## config.mk

```make
export PLATFORM = sky130hd
export DESIGN_NAME = coproc_mem_branch_stage_unit
export DESIGN_NICKNAME = d
export VERILOG_FILES = /design/src/rtl/coproc_pkg.sv /design/src/rtl/mem_word_pack.sv /design/src/rtl/branch_cond_eval.sv /design/src/rtl/coproc_mem_branch_stage_unit.sv
export VERILOG_INCLUDE_DIRS = /design/src /design/src/rtl
export SDC_FILE = /design/constraint.sdc
export NUM_CORES = 1
export LEC_CHECK = 0
export BUFFER_PORTS_ARGS = -buffer_cell sky130_fd_sc_hd__clkbuf_2
export CAP_MARGIN = 20
export CORE_UTILIZATION = 56
export DETAILED_ROUTE_END_ITERATION = 10
export PLACE_DENSITY = 0.86
export SYNTH_ARGS = -nofsm -noshare
export SYNTH_HDL_FRONTEND = slang
export SYNTH_SLANG_ARGS = --single-unit
```

## constraint.sdc

```tcl
create_clock -name clk -period 5.85 [get_ports clk]
set_input_delay 0.585 -clock clk [delete_from_list [all_inputs] [get_ports clk]]
set_output_delay 0.585 -clock clk [all_outputs]
set_load 0.01 [all_outputs]
```

## src/rtl/coproc_defs.svh

```systemverilog
// Widths and timing counts of the memory, branch and loop-counter unit.
`ifndef COPROC_DEFS_SVH
`define COPROC_DEFS_SVH

`define PC_W          11
`define GPR_W         16
`define OFFSET_W      10
`define IMM_ADDR_W    13
`define STEP_W        8
`define CNT_W         8
`define TAG_PAD_W     5
`define EXEC_MEM_CYC  3'd4
`define EXEC_SHORT    3'd2
`define FETCH_LONG    3'd4
`define FETCH_SHORT   3'd2

`endif

```

## src/rtl/coproc_pkg.sv

```systemverilog
// Types shared by the memory, branch and loop-counter unit.
`include "coproc_defs.svh"

package coproc_pkg;

    typedef enum logic [3:0] {
        op_none               = 4'h0,
        mem_write_op          = 4'h1,
        mem_read_op           = 4'h2,
        branch_abs_op         = 4'h3,
        branch_rel_on_accum   = 4'h4,
        branch_rel_on_counter = 4'h5,
        counter_clear_op      = 4'h6,
        counter_add_op        = 4'h7,
        counter_sub           = 4'h8
    } op_e;

    typedef enum logic [2:0] {
        cond_always        = 3'h0,
        cond_zero          = 3'h1,
        cond_carry_out     = 3'h2,
        cond_min_met       = 3'h3,
        cond_below         = 3'h4,
        cond_below_or_same = 3'h5
    } cond_e;

    typedef enum logic [1:0] {
        st_idle  = 2'b00,
        st_exec  = 2'b01,
        st_fetch = 2'b10
    } state_e;

    typedef struct packed {
        op_e                      op;
        cond_e                    cond;
        logic [1:0]               val_sel;
        logic [1:0]               base_sel;
        logic                     use_reg_target;
        logic [`OFFSET_W-1:0]     offset;
        logic [`IMM_ADDR_W-1:0]   imm_addr;
        logic [`STEP_W-1:0]       step;
        logic [`GPR_W-1:0]        threshold;
        logic [7:0]               value;
    } instr_s;

    typedef struct packed {
        logic [3:0][`GPR_W-1:0]   val;
    } gpr_s;

    typedef struct packed {
        logic                     we;
        logic [`PC_W-1:0]         addr;
        logic [31:0]              wdata;
    } mem_cmd_s;

    typedef struct packed {
        logic                     valid;
        logic [1:0]               sel;
        logic [`GPR_W-1:0]        data;
    } wb_s;

    typedef struct packed {
        logic                     load;
        logic [`PC_W-1:0]         target;
    } branch_s;

    typedef struct packed {
        state_e                   state;
        logic [2:0]               cnt;
        instr_s                   instr;
        logic                     granted;
        logic                     taken;
        logic [`PC_W-1:0]         target;
        logic [`GPR_W-1:0]        rdata;
        logic                     zero_flag;
        logic                     ovf_flag;
        logic [`CNT_W-1:0]        counter;
        mem_cmd_s                 mem;
        wb_s                      wb;
        branch_s                  br;
        logic                     done;
    } unit_s;

endpackage

```

## src/rtl/mem_word_pack.sv

```systemverilog
// Effective word address and tagged store word of a memory access.
`timescale 1ns/1ps
`include "coproc_defs.svh"
module mem_word_pack
    import coproc_pkg::*;
(
    input  wire logic [`GPR_W-1:0]    base,
    input  wire logic [`OFFSET_W-1:0] offset,
    input  wire logic [`PC_W-1:0]     pc,
    input  wire logic [`GPR_W-1:0]    value,
    output logic      [`PC_W-1:0]     addr,
    output logic      [31:0]          word
);

    logic signed [`OFFSET_W-1:0] word_step;

    // The byte offset becomes a word step by an arithmetic shift.
    assign word_step = $signed(offset) >>> 2;
    assign addr = base[`PC_W-1:0]
                + `PC_W'($signed(word_step));
    assign word = {pc, {`TAG_PAD_W{1'b0}}, value};

endmodule // mem_word_pack

```

## src/rtl/branch_cond_eval.sv

```systemverilog
// Branch condition evaluation for absolute and relative branches.
`timescale 1ns/1ps
`include "coproc_defs.svh"
module branch_cond_eval
    import coproc_pkg::*;
(
    input  wire op_e                 op,
    input  wire cond_e               cond,
    input  wire logic [`GPR_W-1:0]   accum,
    input  wire logic [`CNT_W-1:0]   counter,
    input  wire logic [`GPR_W-1:0]   threshold,
    input  wire logic                zero_flag,
    input  wire logic                ovf_flag,
    output logic                     taken
);

    logic [`CNT_W-1:0] cnt_thr;

    assign cnt_thr = threshold[`CNT_W-1:0];

    always_comb begin
        taken = 1'b0;
        case (op)
            branch_abs_op: begin
                case (cond)
                    cond_zero:      taken = zero_flag;
                    cond_carry_out: taken = ovf_flag;
                    default:        taken = 1'b1;
                endcase
            end
            branch_rel_on_accum: begin
                taken = (cond == cond_below) ? (accum < threshold)
                                             : (accum >= threshold);
            end
            branch_rel_on_counter: begin
                case (cond)
                    cond_below:         taken = counter < cnt_thr;
                    cond_below_or_same: taken = counter <= cnt_thr;
                    default:            taken = counter >= cnt_thr;
                endcase
            end
            default: taken = 1'b0;
        endcase
    end

endmodule // branch_cond_eval

```

## src/rtl/coproc_mem_branch_stage_unit.sv

```systemverilog
// Memory, branch and loop-counter execution unit of the coprocessor.
// Functional notes
// - Store puts source value in low half-word.
// - Store upper half holds pc then five zeros.
// - Word address is base plus byte offset/4.
// - Load copies low half-word into destination.
// - Memory ops: four execute, four fetch cycles.
// - Absolute target: register word or aligned immediate.
// - Absolute branch: always, on zero, on overflow.
// - Branches: two execute, two fetch cycles.
// - Relative target is position plus byte step/4.
// - Accumulator branch: min-met or below threshold.
// - Counter branch: below, below-or-same, min-met.
// - Counter clear sets loop counter to zero.
// - Counter add adds eight-bit immediate.
// - Counter ops: two execute, four fetch cycles.
// - Counter subtract removes eight-bit immediate.
// - Fetch is two after branch, else four.
// - Memory access stalls until main CPUs yield.
`timescale 1ns/1ps
`include "coproc_defs.svh"
module coproc_mem_branch_stage_unit
    import coproc_pkg::*;
(
    input  wire logic                clk,
    input  wire logic                rst,
    input  wire logic                issue_valid,
    output logic                     issue_ready,
    input  wire instr_s              issue_instr,
    input  wire logic [`PC_W-1:0]    issue_pc,
    input  wire gpr_s                gpr,
    input  wire logic                alu_flags_valid,
    input  wire logic                alu_zero,
    input  wire logic                alu_ovf,
    output logic                     mem_req,
    output mem_cmd_s                 mem_cmd,
    input  wire logic                mem_gnt,
    input  wire logic [31:0]         mem_rdata,
    output wb_s                      wb,
    output branch_s                  branch,
    output logic                     done,
    output logic [`CNT_W-1:0]        loop_count,
    output logic                     zero_flag,
    output logic                     ovf_flag
);

    unit_s s_reg;
    unit_s s_next;

    logic [`GPR_W-1:0]    val_word;
    logic [`GPR_W-1:0]    base_word;
    logic [`PC_W-1:0]     eff_addr;
    logic [31:0]          store_word;
    logic                 cond_taken;
    logic [`PC_W-1:0]     abs_target;
    logic [`PC_W-1:0]     rel_target;
    logic signed [`STEP_W-1:0] step_words;
    logic                 is_mem;
    logic                 exec_end;
    logic                 grant_now;

    assign val_word  = gpr.val[issue_instr.val_sel];
    assign base_word = gpr.val[issue_instr.base_sel];

    mem_word_pack u_pack (
        .base   (base_word),
        .offset (issue_instr.offset),
        .pc     (issue_pc),
        .value  (val_word),
        .addr   (eff_addr),
        .word   (store_word)
    );

    branch_cond_eval u_cond (
        .op        (issue_instr.op),
        .cond      (issue_instr.cond),
        .accum     (gpr.val[0]),
        .counter   (s_reg.counter),
        .threshold (issue_instr.threshold),
        .zero_flag (s_reg.zero_flag),
        .ovf_flag  (s_reg.ovf_flag),
        .taken     (cond_taken)
    );

    // Register targets are word addresses; the immediate is in bytes.
    assign abs_target = issue_instr.use_reg_target
                      ? base_word[`PC_W-1:0]
                      : issue_instr.imm_addr[`IMM_ADDR_W-1:2];
    assign step_words = $signed(issue_instr.step) >>> 2;
    assign rel_target = issue_pc + `PC_W'($signed(step_words));

    assign is_mem = (s_reg.instr.op == mem_write_op)
                 || (s_reg.instr.op == mem_read_op);
    // The main CPUs win the memory; the request waits for the grant.
    assign mem_req   = (s_reg.state == st_exec) && is_mem
                    && !s_reg.granted;
    assign grant_now = mem_req && mem_gnt;
    assign exec_end  = (s_reg.state == st_exec) && (s_reg.cnt == 3'd0)
                    && (!is_mem || s_reg.granted || grant_now);

    always_comb begin
        s_next = s_reg;
        s_next.wb.valid = 1'b0;
        s_next.br.load  = 1'b0;
        s_next.done     = 1'b0;

        // Flags follow ALU results only and are held otherwise.
        if (alu_flags_valid) begin
            s_next.zero_flag = alu_zero;
            s_next.ovf_flag  = alu_ovf;
        end

        case (s_reg.state)
            st_idle: begin
                if (issue_valid && issue_instr.op != op_none) begin
                    s_next.state   = st_exec;
                    s_next.instr   = issue_instr;
                    s_next.granted = 1'b0;
                    s_next.taken   = cond_taken;
                    s_next.target  = rel_target;
                    if (issue_instr.op == branch_abs_op) begin
                        s_next.target = abs_target;
                    end
                    if (issue_instr.op == mem_write_op
                        || issue_instr.op == mem_read_op) begin
                        s_next.cnt = `EXEC_MEM_CYC - 3'd1;
                    end else begin
                        s_next.cnt = `EXEC_SHORT - 3'd1;
                    end
                    s_next.mem.we    = (issue_instr.op == mem_write_op);
                    s_next.mem.addr  = eff_addr;
                    s_next.mem.wdata = store_word;
                end
            end
            st_exec: begin
                if (grant_now) begin
                    s_next.granted = 1'b1;
                    s_next.rdata   = mem_rdata[`GPR_W-1:0];
                end
                if (s_reg.cnt != 3'd0) begin
                    s_next.cnt = s_reg.cnt - 3'd1;
                end
                if (exec_end) begin
                    s_next.state = st_fetch;
                    case (s_reg.instr.op)
                        mem_read_op: begin
                            s_next.wb.valid = 1'b1;
                            s_next.wb.sel   = s_reg.instr.val_sel;
                            s_next.wb.data  = grant_now
                                ? mem_rdata[`GPR_W-1:0]
                                : s_reg.rdata;
                        end
                        counter_clear_op: begin
                            s_next.counter = '0;
                        end
                        counter_add_op: begin
                            s_next.counter = s_reg.counter
                                + s_reg.instr.value;
                        end
                        counter_sub: begin
                            s_next.counter = s_reg.counter
                                - s_reg.instr.value;
                        end
                        default: begin
                        end
                    endcase
                    if (s_reg.instr.op == branch_abs_op
                        || s_reg.instr.op == branch_rel_on_accum
                        || s_reg.instr.op == branch_rel_on_counter) begin
                        s_next.br.load   = s_reg.taken;
                        s_next.br.target = s_reg.target;
                        s_next.cnt = `FETCH_SHORT - 3'd1;
                    end else begin
                        s_next.cnt = `FETCH_LONG - 3'd1;
                    end
                end
            end
            st_fetch: begin
                if (s_reg.cnt == 3'd0) begin
                    s_next.state = st_idle;
                    s_next.done  = 1'b1;
                end else begin
                    s_next.cnt = s_reg.cnt - 3'd1;
                end
            end
            default: begin
                s_next.state = st_idle;
            end
        endcase
    end

    always_ff @(posedge clk or posedge rst) begin
        if (rst) begin
            s_reg <= '0;
        end else begin
            s_reg <= s_next;
        end
    end

    assign issue_ready = (s_reg.state == st_idle);
    assign mem_cmd     = s_reg.mem;
    assign wb          = s_reg.wb;
    assign branch      = s_reg.br;
    assign done        = s_reg.done;
    assign loop_count  = s_reg.counter;
    assign zero_flag   = s_reg.zero_flag;
    assign ovf_flag    = s_reg.ovf_flag;

endmodule // coproc_mem_branch_stage_unit

```

[Word level (Yosys, flattened, before mapping)]
Index checks and enable logic that the tools add are counted.
Storage, ports and cells
  memories: 0
  RAM bits: 0
  flip-flop bits (word level): 182
  latch bits: 0
  ROM bits: 0
  input port bits: 181
Operators by class
  multiply operators: 0
  shift operators: 0
  bitwise logic cells: 0
  eq/ne operators: 25
  magnitude comparators: 7
  reduce and logical (&&, ||, !) cells: 28
  mux-type cells: 29
  add/subtract/negate cells: 5
  div/mod/pow operators: 0
Operators by type and width (number)
  85-bit two-way mux: 1
  16-bit binary-select mux with 2-bit select: 2
  31-bit two-way mux: 2
  11-bit two-way mux: 3
  16-bit two-way mux: 2
  4-bit by 3-bit equality test with 1-bit output (second input constant): 6
  8-bit one-hot mux with 3 select lines: 1
  11-bit adder: 2
  19-bit two-way mux: 1
  4-bit by 2-bit equality test with 1-bit output (second input constant): 4
  16-bit greater-or-equal comparator: 1
  16-bit less-than comparator: 1
  3-bit AND reduction: 5
  12-bit two-way mux: 1
  3-bit one-hot mux with 3 select lines: 1
  3-bit nonzero test: 3
  8-bit adder: 1
  4-bit by 1-bit equality test with 1-bit output (second input constant): 2
  8-bit greater-or-equal comparator: 1
  8-bit less-or-equal comparator: 1
  8-bit less-than comparator: 1
  2-bit inequality test (second input constant): 4
  8-bit subtractor: 1
  3-bit equality test (second input constant): 2
  25 further kinds: 45

[Depth between registers and ports, before layout]
Gate-level depths: netlist of the first run.
  depth after elaboration: 9
  gate-level depth with buffers: 11

[By module]
From an unflattened synthesis of the first run, not the netlist that was laid out.
Second synthesis, totals
  cells, all modules: 980
  area total of the unflattened synthesis: 9206.3 sq um
By module, submodules not included
  coproc_mem_branch_stage_unit: times used 1, area each 7837.5 sq um, seq. area each 3353.2 sq um, cells each 791
  mem_word_pack: times used 1, area each 696.9 sq um, seq. area each 0.0 sq um, cells each 95
  branch_cond_eval: times used 1, area each 671.9 sq um, seq. area each 0.0 sq um, cells each 94

[Worst setup path before layout of the first run]
Ideal clock, no wire load.
  kind: register -> register
  from: reg s_reg[179] in the netlist's numbering
  to: reg s_reg (netlist bit loop_count[6])
  data arrival time: 2750 ps
  path slack: 2979 ps
  data required time: 5728 ps
  buffers on the path: 0
  stages on the path, launching flop included: 10
  cells stage by stage: dfrtp_1 -> nor4b_2 -> mux2_2 -> fa_1 -> nor2b_1 -> o21ai_0 -> a21boi_0 -> o21a_1 -> o21ai_0 -> a32o_1
On the way
  word-level cells in the longest chain between the ends: 8
  elaborated cells on any way between the ends: 16
  classes of those cells: 5 x eq/ne; 1 x mux; 10 x reduce/logical
Ends and longest elaborated chain
  start: declaration: line coproc_mem_branch_stage_unit.sv:47  | unit_s s_reg;
  start signal: assignment: line coproc_mem_branch_stage_unit.sv:196  | s_reg <= s_next;
  4-bit by 1-bit equality test with 1-bit output / 4-bit by 2-bit equality test with 1-bit output (equally long branches): line coproc_mem_branch_stage_unit.sv:92, coproc_mem_branch_stage_unit.sv:93
  1-bit logical OR: line coproc_mem_branch_stage_unit.sv:93  | || (s_reg.instr.op == mem_read_op);
  1-bit logical AND: line coproc_mem_branch_stage_unit.sv:95  | assign mem_req = (s_reg.state == st_exec) && is_mem
  1-bit logical AND: line coproc_mem_branch_stage_unit.sv:96  | && !s_reg.granted;
  1-bit logical AND: line coproc_mem_branch_stage_unit.sv:97  | assign grant_now = mem_req && mem_gnt;
  1-bit logical OR: line coproc_mem_branch_stage_unit.sv:99  | && (!is_mem || s_reg.granted || grant_now);
  1-bit logical AND: line coproc_mem_branch_stage_unit.sv:99
  3-bit AND reduction (no line)
Parallel ways exist; a longest one is shown, timed or not.
A chain may end at the register's enable or synchronous reset.

[Final worst setup path of the first run]
Ends and elaborated chain as after synthesis.

==> flow_metrics.tcl, run 1 <==
set metrics [dict create \
    syn_avg_cell_area_um2 9.763 \
    number_of_flops_mapped_to_enable_cells_by_yosys 0 \
    cts-resized-gates 0 \
    multi_input_logic_area_um2 4432 \
    swShare_pct 38.90 \
    postCtsSetupRepairBufs 0 \
    grt_max_degree 87 \
    drt_drc 13 \
    num_rows 44 \
    power_frac_seq_pct 33.5 \
    finish.net_count 1275 \
    cp_max_fo 10 \
    setup_tns_ps 0 \
    synth.cell_area_um2 8562 \
    timing_max_transition_violations_final 0 \
    tritoncts_clock_tree "done" \
    violations "DRC" \
    areaGrowthSynthToFinish_pct 15.53 \
    end_kind "flip-flop" \
    crit_path_top_delay_cell "sky130_fd_sc_hd__nor4b_2" \
    power_density_nw_per_um2 460.6 \
    io_buffer_count 241 \
    postSynthRegisterBits 129 \
    worst-slew-pin-transition_ps 954.0 \
    synthArstFlopShare_pct 100.0 \
    timing.critical_path.cells "nor4b_2 -> mux2_2 -> fa_1 -> nor2b_1 -> o21ai_0 -> a21boi_0 -> o21a_1 -> o21ai_0 -> a32o_1" \
    pwr-share-clk_pct 22.9 \
    antenna_found_initial 3 \
    clockBufferDepth 2 \
    timing.critical_path.mode_cell "sky130_fd_sc_hd__o21ai_0" \
    post_cts_hold_buffer_count 0 \
    power.switching_uw 1772 \
    io_pins 269 \
    clock_pin_slew_worst_setup_and_hold_paths_ps 60 \
    part_of_the_cycle_the_worst_path_needs_pct 57.19 \
    die-area_um2 15790 \
    crit_path_max_incr_delay_ps 790 \
    worst-setup-path-type "flip-flop to flip-flop" \
    cpLargestDelayFamily "compound AO/OA/AOI/OAI gates" \
    internal-power_uw 2784 \
    achievable-frequency_mhz 298.9 \
    crit_required_ps 6150 \
    grt_pass1_wl_mm 34.15 \
    layout_common_cells "sky130_fd_sc_hd__clkbuf_2, sky130_fd_sc_hd__nand2_1, sky130_fd_sc_hd__dfrtp_1, sky130_fd_sc_hd__ha_1, sky130_fd_sc_hd__o21ai_0" \
    critPathBufInv 0 \
    worstSetupStartpointType "flip-flop" \
    synth.yosys.warnings 0 \
    finalClockSkew_ps 5.716 \
    cts_root_buffer "sky130_fd_sc_hd__clkbuf_16" \
    finalPower_uw 4556 \
    initialDrtViolationCount 516 \
    result_of_the_run "complete, but fails checks" \
    setup_failing_eps_final 0 \
    ys_seq_area_share_pct 37.70 \
    clk_latency_ps 410 \
    mostFrequentLayoutCell "sky130_fd_sc_hd__clkbuf_2" \
    synth-main-ff-cell "sky130_fd_sc_hd__dfrtp_1" \
    die_width_um 125.7 \
    final.fill_count 1170 \
    numCtsBuffers 17 \
    synth_cells 877 \
    hold_class "input pin to asynchronous set/reset pin" \
    grt_use_total_pct 28.25 \
    h-tree-depth 4 \
    place.gp.congestion 0.9281 \
    yosys.cell_types.count 63 \
    1st_pass_router_iterations 9 \
    avgRoutedWirePerCell_um 17.27 \
    die_h_um 125.7 \
    detailedPlacementHpwl_mm 16.61 \
    global_route.overflow_total 0 \
    post_route_cells_drive_above_1_share_pct 34.23 \
    combinationalPowerShare_pct 43.6 \
    power.leakage_uw 0.005145 \
    start_util_pct 58.25 \
    finalHoldViolCount 0 \
    num_vias 6806 \
    vias_in_the_first_global_route 6854 \
    rsz0062_at_grt "false" \
    slew-limit-headroom_pct 36.40 \
    vias_per_cell 5.520 \
    largest_register_ff_count 48 \
    minimum_period_implied_by_the_final_worst_setup_slack_ps 3346 \
    sequential_cell_area_um2 3228 \
    critPathArrivalTime_ps 3650 \
    core_region_um2 14700 \
    max_cap_viol_count 0 \
    antenna_left 0 \
    route.final.wire_length_mm 21.29 \
    worst_ir_drop_vdd_mv 0.2212 \
    cts_sinks 129 \
]
-- area by class of cell --
class / count / share of cell area [%]
multi-input combinational: 592 / 44.80
tap: 184 / 2.327
timing repair buffer: 243 / 12.35
inverter: 50 / 1.948
clock buffer: 21 / 4.554
clock inverter: 11 / 1.315
antenna: 3 / 0.07589
sequential: 129 / 32.63
-- cells in the mapped netlist (4+ instances only) --
| library cell | count | share of area (%) |
|---|---|---|
| sky130_fd_sc_hd__mux2i_1 | 12 | 1.4 |
| sky130_fd_sc_hd__nor2_1 | 41 | 1.8 |
| sky130_fd_sc_hd__o21ai_0 | 55 | 3.2 |
| sky130_fd_sc_hd__nand3_1 | 6 | 0.35 |
| sky130_fd_sc_hd__inv_1 | 50 | 2.2 |
| sky130_fd_sc_hd__mux2_4 | 9 | 1.6 |
| sky130_fd_sc_hd__nand2b_1 | 6 | 0.44 |
| sky130_fd_sc_hd__a21o_1 | 4 | 0.35 |
| sky130_fd_sc_hd__ha_1 | 58 | 8.5 |
| sky130_fd_sc_hd__buf_4 | 83 | 7.3 |
| sky130_fd_sc_hd__a21oi_1 | 44 | 2.6 |
| sky130_fd_sc_hd__dfrtp_1 | 129 | 38 |
| sky130_fd_sc_hd__buf_2 | 8 | 0.47 |
| sky130_fd_sc_hd__mux4_2 | 27 | 7.1 |
| sky130_fd_sc_hd__o211ai_1 | 5 | 0.44 |
| sky130_fd_sc_hd__nand4_1 | 8 | 0.58 |
| sky130_fd_sc_hd__xnor2_1 | 13 | 1.3 |
| sky130_fd_sc_hd__clkbuf_1 | 14 | 0.61 |
| sky130_fd_sc_hd__nor2b_1 | 9 | 0.66 |
| sky130_fd_sc_hd__mux2_2 | 38 | 5.0 |
| sky130_fd_sc_hd__nand2_1 | 163 | 7.1 |
| sky130_fd_sc_hd__nor3_1 | 15 | 0.88 |
| sky130_fd_sc_hd__a31oi_1 | 6 | 0.44 |
| sky130_fd_sc_hd__xor2_1 | 11 | 1.1 |
-- path summary, 6_finish.rpt --
check                      cells after the start  slack [ps]           start            end
setup / recovery                               9        2500      s_reg[179]  loop_count[6]
hold / removal                                 2         230             rst      branch[4]
setup reg to reg                               9        2500      s_reg[179]  loop_count[6]
hold reg to reg                                2         470     mem_cmd[14]    mem_cmd[14]
max in group asynchronous                      3        4340             rst     s_reg[121]
min in group clk                               3         360  issue_instr[7]     s_reg[122]
-- power by group through the flow --
stage	registers, µW	logic [µW]	clock network, µW
5_1_grt	1570	2210	1100
4_1_cts	1520	2000	1060
3_3_place_gp	1520	1910	0
6_report	1520	1990	1040
2_1_floorplan	1460	1700	0
3_5_place_dp	1530	1980	0
-- kinds of logic after synthesis --
| kind of cell | Yosys count | synth area share [%] |
|---|---|---|
| compound gates | 138 | 9.572 |
| fa+ha+maj | 61 | 9.177 |
| buf+inv | 160 | 10.95 |
| mux | 88 | 15.34 |
| simple gates | 275 | 14.57 |
| xor+xnor | 25 | 2.645 |
| flops | 129 | 37.70 |
| other cells | 1 | 0.04380 |
-- layer usage --
layer	vias to the layer above	global-route usage [%]	part of all wire [%]
met5	-	0	0
met1	3237	34.06	41
met2	264	48.99	49
li1	3268	-	-
met4	0	13.70	3.3
met3	37	5.055	6.6
-- stage by stage --
step | cells | setup WS (ps) | utilization, % | area [µm²] | hold slack (ps)
global placement | 1198 | 2690 | 63.30 | 9304 | 457.9
detailed placement | 1198 | 2652 | 63.30 | 9304 | 462.6
floorplan | 881 | 1824 | - | 8577 | 442.2
finish | 1233 | 2504 | 67.30 | 9892 | 228.1
global route | 1233 | 2333 | 67.30 | 9892 | 272.9
CTS | 1230 | 2546 | 67.25 | 9884 | 237.2
No activity file was read; power rests on OpenSTA's default activity.
==> inputs of run 2 (changes only) <==
Settings changed: CORE_UTILIZATION 56 to 52, PLACE_DENSITY 0.86 to 0.81.
Clock period 5.85 ns to 3.4 ns, I/O delays scaled along.
==> run 2 against run 1 <==
Clock power increased by 68%. Clock skew increased by 6.0 ps. Setup slack got worse by 2000 ps. Via count decreased by 0.60%. Highest routed layer unchanged. Critical path type unchanged. The flow now finishes without violations. Non-clock buffer count increased by 2. Critical path depth unchanged. Cell count increased by 2.6%.
==> flow_metrics.tcl, run 2 (synthesis gave the netlist of run 1 again) <==
set metrics [dict create \
    post-route-worst-setup-slack_ps 504.5 \
    minimum_period_implied_by_the_final_worst_setup_slack_ps 2896 \
    finalHoldViolCount 0 \
    post_cts_hold_buffer_count 0 \
    timing.critical_path.mode_cell "sky130_fd_sc_hd__o21ai_0" \
    core_region_um2 16000 \
    timing.critical_path.cells "nor4b_2 -> mux2_2 -> fa_1 -> nor2b_1 -> o21ai_0 -> a21boi_0 -> o21a_1 -> o21ai_0 -> a32o_1" \
    power_density_nw_per_um2 786.2 \
    crit_required_ps 3690 \
    clockBufferDepth 2 \
    startpoint_of_the_most_critical_register_to_register_path "s_reg[179]" \
    cts_sinks 129 \
    detailedPlacementHpwl_mm 16.30 \
    critPathLaunch "s_reg[179]" \
    global_route.overflow_total 0 \
    worst_ir_drop_vdd_mv 0.3833 \
    crit_path_top_delay_cell "sky130_fd_sc_hd__dfrtp_1" \
    start_util_pct 53.51 \
    grt_use_total_pct 26.19 \
    finalClockSkew_ps 11.72 \
    end_kind "flip-flop" \
    part_of_the_cycle_the_worst_path_needs_pct 85.16 \
    rsz0062_at_grt "false" \
    worstSetupStartpointType "flip-flop" \
    crit_path_max_incr_delay_ps 470 \
    achievable-frequency_mhz 345.4 \
    drt_drc 0 \
    io_buffer_count 241 \
    route.final.wire_length_mm 21.24 \
    preCtsSetupSlack_ps 542.3 \
    cp_max_fo 6 \
    postCtsSetupRepairBufs 0 \
    cts_root_buffer "sky130_fd_sc_hd__clkbuf_16" \
    setup_failing_eps_final 0 \
    hold_class "input pin to flip-flop" \
    layout_common_cells "sky130_fd_sc_hd__clkbuf_2, sky130_fd_sc_hd__nand2_1, sky130_fd_sc_hd__dfrtp_1, sky130_fd_sc_hd__ha_1, sky130_fd_sc_hd__o21ai_0" \
    areaGrowthSynthToFinish_pct 16.26 \
    1st_pass_router_iterations 7 \
    setup_tns_ps 0 \
    antenna_found_initial 1 \
    finish.net_count 1277 \
    result_of_the_run "completed" \
    hold_start "issue_instr[5]" \
    die_width_um 130.3 \
    slew-limit-headroom_pct 40.28 \
    worst-slew-pin-transition_ps 893.7 \
    critPathArrivalTime_ps 3190 \
    critPathBufInv 0 \
    die-area_um2 16980 \
    clk_latency_ps 420 \
    numCtsBuffers 17 \
    largest_register_ff_count 48 \
    vias_per_cell 5.348 \
    antenna_left 0 \
    grt_pass1_wl_mm 33.33 \
    vias_in_the_first_global_route 6565 \
    grt_max_degree 130 \
    timing_max_transition_violations_final 0 \
    mostFrequentLayoutCell "sky130_fd_sc_hd__clkbuf_2" \
    clock_pin_slew_worst_setup_and_hold_paths_ps 60 \
    max_cap_viol_count 0 \
    avgRoutedWirePerCell_um 16.79 \
    h-tree-depth 4 \
    cts-resized-gates 0 \
    num_vias 6765 \
    tritoncts_clock_tree "done" \
    die_h_um 130.3 \
    post_route_cells_drive_above_1_share_pct 34.54 \
    io_pins 269 \
    place.gp.congestion 0.9167 \
    cpLargestDelayFamily "compound AO/OA/AOI/OAI gates" \
    worst-setup-path-type "flip-flop to flip-flop" \
    power.leakage_uw 0.005168 \
    num_rows 46 \
    initialDrtViolationCount 395 \
]
run 2: cell count changes in the layout (fill, tap and decap cells not counted), sizes merged:
| cell | change |
|---|---|
| clkinv | +5 |
| buf | +2 |
| diode | -2 |
| clkinvlp | -2 |
| clkbuf | -2 |
| bufinv | -1 |
run 2: worst paths after layout:
check                      slack, ps  depth (start not counted)       endpoint
max in group asynchronous       2780                          3          wb[2]
max                              500                          9  loop_count[6]
min in group asynchronous        130                          3  loop_count[7]
min reg2reg                      470                          2    mem_cmd[43]
max reg2reg                      500                          9  loop_count[6]
min                              120                          3     s_reg[120]
run 2: metal layers:
metal / vias to the layer above / GRT usage [%] / wire length (µm)
met3: 23 / 5.822 / 1159
li1: 3272 / - / -
met2: 242 / 44.43 / 10310
met1: 3228 / 33.46 / 9367
met5: - / 0 / 0
met4: 0 / 7.661 / 408
run 2: layout make-up:
cell class,instances,area [µm²]
Timing Repair Buffer,245,1261
Clock inverter,13,126.4
Tap cell,216,270.3
Fill cell,1338,6046
Clock buffer,19,442.9
Inverter,50,191.4
Sequential cell,129,3228
Multi-Input combinational cell,592,4432
Antenna cell,1,2.502
run 2: power breakdown:
group | leakage, µW | switching [µW] | internal [µW]
Combinational | 0.00326 | 1920 | 1510
Sequential | 0.00163 | 448 | 2200
Clock | 0.000279 | 713 | 1040
run 2: metrics by stage:
stage	utilization, %	cells	power (µW)	cell area (µm²)	hold slack, ps
2_1_floorplan	-	881	5434	8581	437.5
3_3_place_gp	58.64	1232	5923	9383	459.1
3_5_place_dp	58.64	1232	6059	9383	460.8
4_1_cts	62.20	1264	7876	9952	106.4
5_1_grt	62.21	1265	8451	9955	131.5
6_report	62.21	1265	7826	9955	125.0
run 2: worst min-delay path, cell delays in order:
cell	delay [ps]
sky130_fd_sc_hd__clkbuf_2	80
sky130_fd_sc_hd__nand2_1	40
sky130_fd_sc_hd__nand2_1	40
==> inputs of run 3 (changes only) <==
Settings changed: ABC_AREA set to 1, CORE_UTILIZATION 52 to 53, PLACE_DENSITY 0.81 to 0.82.
==> run 3 against run 2 <==
Final area increased by 4.2%. Die area increased by 2.7%. Clock skew decreased by 3.1 ps. Setup slack improved by 230 ps. Sequential cell count unchanged. Global-route usage increased by 1.6 points. Critical path depth increased by 2. Sequential power decreased by 6%. Synthesized cell count increased by 40%. Wire length increased by 9.7%. First-iteration DRC count increased by 42%. Via count increased by 25%.
==> flow_metrics.tcl, run 3 <==
set metrics [dict create \
    cts_root_buffer "sky130_fd_sc_hd__clkbuf_16" \
    synth_cells 1232 \
    power.leakage_uw 0.005859 \
    grt_pass1_wl_mm 38.64 \
    1st_pass_router_iterations 5 \
    avgRoutedWirePerCell_um 14.44 \
    post-route-worst-setup-slack_ps 737.7 \
    crit_path_top_delay_cell "sky130_fd_sc_hd__dfrtp_1" \
    num_rows 47 \
    synth.yosys.warnings 0 \
    route.final.wire_length_mm 23.31 \
    share_of_the_core_filled_with_cells_pct 62.75 \
    areaGrowthSynthToFinish_pct 15.61 \
    diodes 0 \
    h-tree-depth 4 \
    vias_in_the_first_global_route 7990 \
    initialDrtViolationCount 562 \
    clk_latency_ps 420 \
    clock_pin_slew_worst_setup_and_hold_paths_ps 60 \
    die-area_um2 17450 \
    worst_ir_drop_vdd_mv 0.3892 \
    io_buffer_count 241 \
    timing.critical_path.cells "nor2_2 -> nand3_2 -> o21ai_0 -> inv_1 -> ha_1 -> nand2_1 -> o21ai_0 -> a21o_1 -> nand2_1 -> a21oi_1 -> o21ai_1" \
    minimum_period_implied_by_the_final_worst_setup_slack_ps 2662 \
    preCtsSetupSlack_ps 849.6 \
    layout_common_cells "sky130_fd_sc_hd__nand2_1, sky130_fd_sc_hd__clkbuf_2, sky130_fd_sc_hd__dfrtp_1, sky130_fd_sc_hd__inv_1, sky130_fd_sc_hd__o21ai_0" \
    num_vias 8467 \
    yosys.cell_types.count 42 \
    die_h_um 132.1 \
    numCtsBuffers 17 \
    cp_max_fo 9 \
    worst-slew-pin-transition_ps 818.1 \
    synth.cell_area_um2 8969 \
    tritoncts_clock_tree "done" \
    core_region_um2 16520 \
    start_util_pct 54.27 \
    synth_top_area_cell "sky130_fd_sc_hd__dfrtp_1" \
    grt_max_degree 69 \
    critPathBufInv 1 \
    end_kind "flip-flop" \
    antenna_found_initial 0 \
    critPathArrivalTime_ps 2970 \
    mostFrequentLayoutCell "sky130_fd_sc_hd__nand2_1" \
    grt_use_total_pct 27.84 \
    ys_seq_area_share_pct 35.99 \
    cpLargestDelayFamily "compound AO/OA/AOI/OAI gates" \
    synth_common_cells "sky130_fd_sc_hd__nand2_1, sky130_fd_sc_hd__dfrtp_1, sky130_fd_sc_hd__inv_1" \
    antenna_left 0 \
    yosys.area.top_type_share_pct 35.99 \
    worstSetupStartpointType "flip-flop" \
    timing_max_transition_violations_final 0 \
    finalPower_uw 7475 \
    result_of_the_run "completed" \
    setup_failing_eps_final 0 \
    largest_register_ff_count 48 \
    finalClockSkew_ps 8.603 \
    achievable-frequency_mhz 375.6 \
    cts_sinks 129 \
    vias_per_cell 5.243 \
    hold_class "input pin to flip-flop" \
    synth-main-ff-cell "sky130_fd_sc_hd__dfrtp_1" \
    synthArstFlopShare_pct 100.0 \
    power_density_nw_per_um2 721.0 \
    detailedPlacementHpwl_mm 17.75 \
    synth_most_common_cell "sky130_fd_sc_hd__nand2_1" \
    postSynthRegisterBits 129 \
    post_route_cells_drive_above_1_share_pct 23.30 \
    finalHoldViolCount 0 \
    global_route.overflow_total 0 \
    worst-setup-path-type "flip-flop to flip-flop" \
    crit_path_max_incr_delay_ps 440 \
    final-instance-count-excl-fill 1615 \
    place.gp.congestion 0.9090 \
    die_width_um 132.1 \
    place_inst 1582 \
    finish.net_count 1625 \
    clockBufferDepth 2 \
    final.fill_count 1449 \
    syn_avg_cell_area_um2 7.280 \
    setup_tns_ps 0 \
    slew-limit-headroom_pct 45.40 \
    drt_drc 0 \
    io_pins 269 \
    number_of_flops_mapped_to_enable_cells_by_yosys 0 \
    cts-resized-gates 0 \
    netlist_top_cells_area "sky130_fd_sc_hd__dfrtp_1, sky130_fd_sc_hd__nand2_1, sky130_fd_sc_hd__ha_1" \
    part_of_the_cycle_the_worst_path_needs_pct 78.30 \
    crit_required_ps 3700 \
    rsz0062_at_grt "false" \
    max_cap_viol_count 0 \
]
[run 3: cell families after synthesis]
group           share of synthesized area (%)
simple gates                            24.40
buf+inv                                 14.80
compound gates                          14.31
flops                                   35.99
fa+ha+maj                               8.761
xor+xnor                                1.563
other cells                           0.04181
mux                                    0.1255
[run 3: metrics by stage]
stage	hold WS [ps]	area (µm²)
floorplan	437.9	8987
global placement	451.6	9737
detailed placement	457.3	9737
CTS	109.2	10340
global route	110.0	10370
finish	121.2	10370
[run 3: cell type report]
| cell class | count | area [µm²] | area share (%) |
|---|---|---|---|
| clock buffer | 19 | 442.9 | 4.272 |
| clock inverter | 12 | 158.9 | 1.533 |
| inverter | 134 | 506.7 | 4.887 |
| multi-input combinational | 849 | 4428 | 42.71 |
| sequential | 129 | 3228 | 31.13 |
| tap | 220 | 275.3 | 2.655 |
| timing repair buffer | 252 | 1329 | 12.82 |
[run 3: final timing paths]
| path | endpoint | cells after the start | from | slack (ps) |
|---|---|---|---|---|
| setup / recovery | loop_count[5] | 11 | s_reg[179] | 740 |
| hold / removal | s_reg[122] | 3 | issue_instr[7] | 120 |
| setup reg to reg | loop_count[5] | 11 | s_reg[179] | 740 |
| hold reg to reg | s_reg[100] | 2 | s_reg[100] | 470 |
| max in group asynchronous | mem_cmd[22] | 5 | rst | 2240 |
| min in group asynchronous | s_reg[118] | 3 | rst | 390 |
[run 3: metal layers]
metal  up-vias  track usage [%]  share of wire [%]
li1       4199                -                  -
met1      3894            36.35                 43
met2       329            46.24                 48
met3        45            5.075                6.4
met4         0            10.08                2.5
met5         -                0                  0
[run 3: what timing repair did]
item | in CTS | in global routing
hold buffers | 0 | 1
buffers inserted | 0 | 0
hold endpoints to repair | 0 | 8
[run 3: tightest hold or removal path, stage by stage]
cell                       delay, ps
sky130_fd_sc_hd__clkbuf_2         70
sky130_fd_sc_hd__nand2_1          40
sky130_fd_sc_hd__nand2_1          50
[run 3: power by group]
group / total [µW] / leakage (µW) / internal [µW] / switching, µW
Clock: 1870 / 0.000289 / 1170 / 702
Combinational: 3110 / 0.00392 / 1190 / 1930
Sequential: 2490 / 0.00165 / 2130 / 357
Total: 7480 / 0.00586 / 4490 / 2980
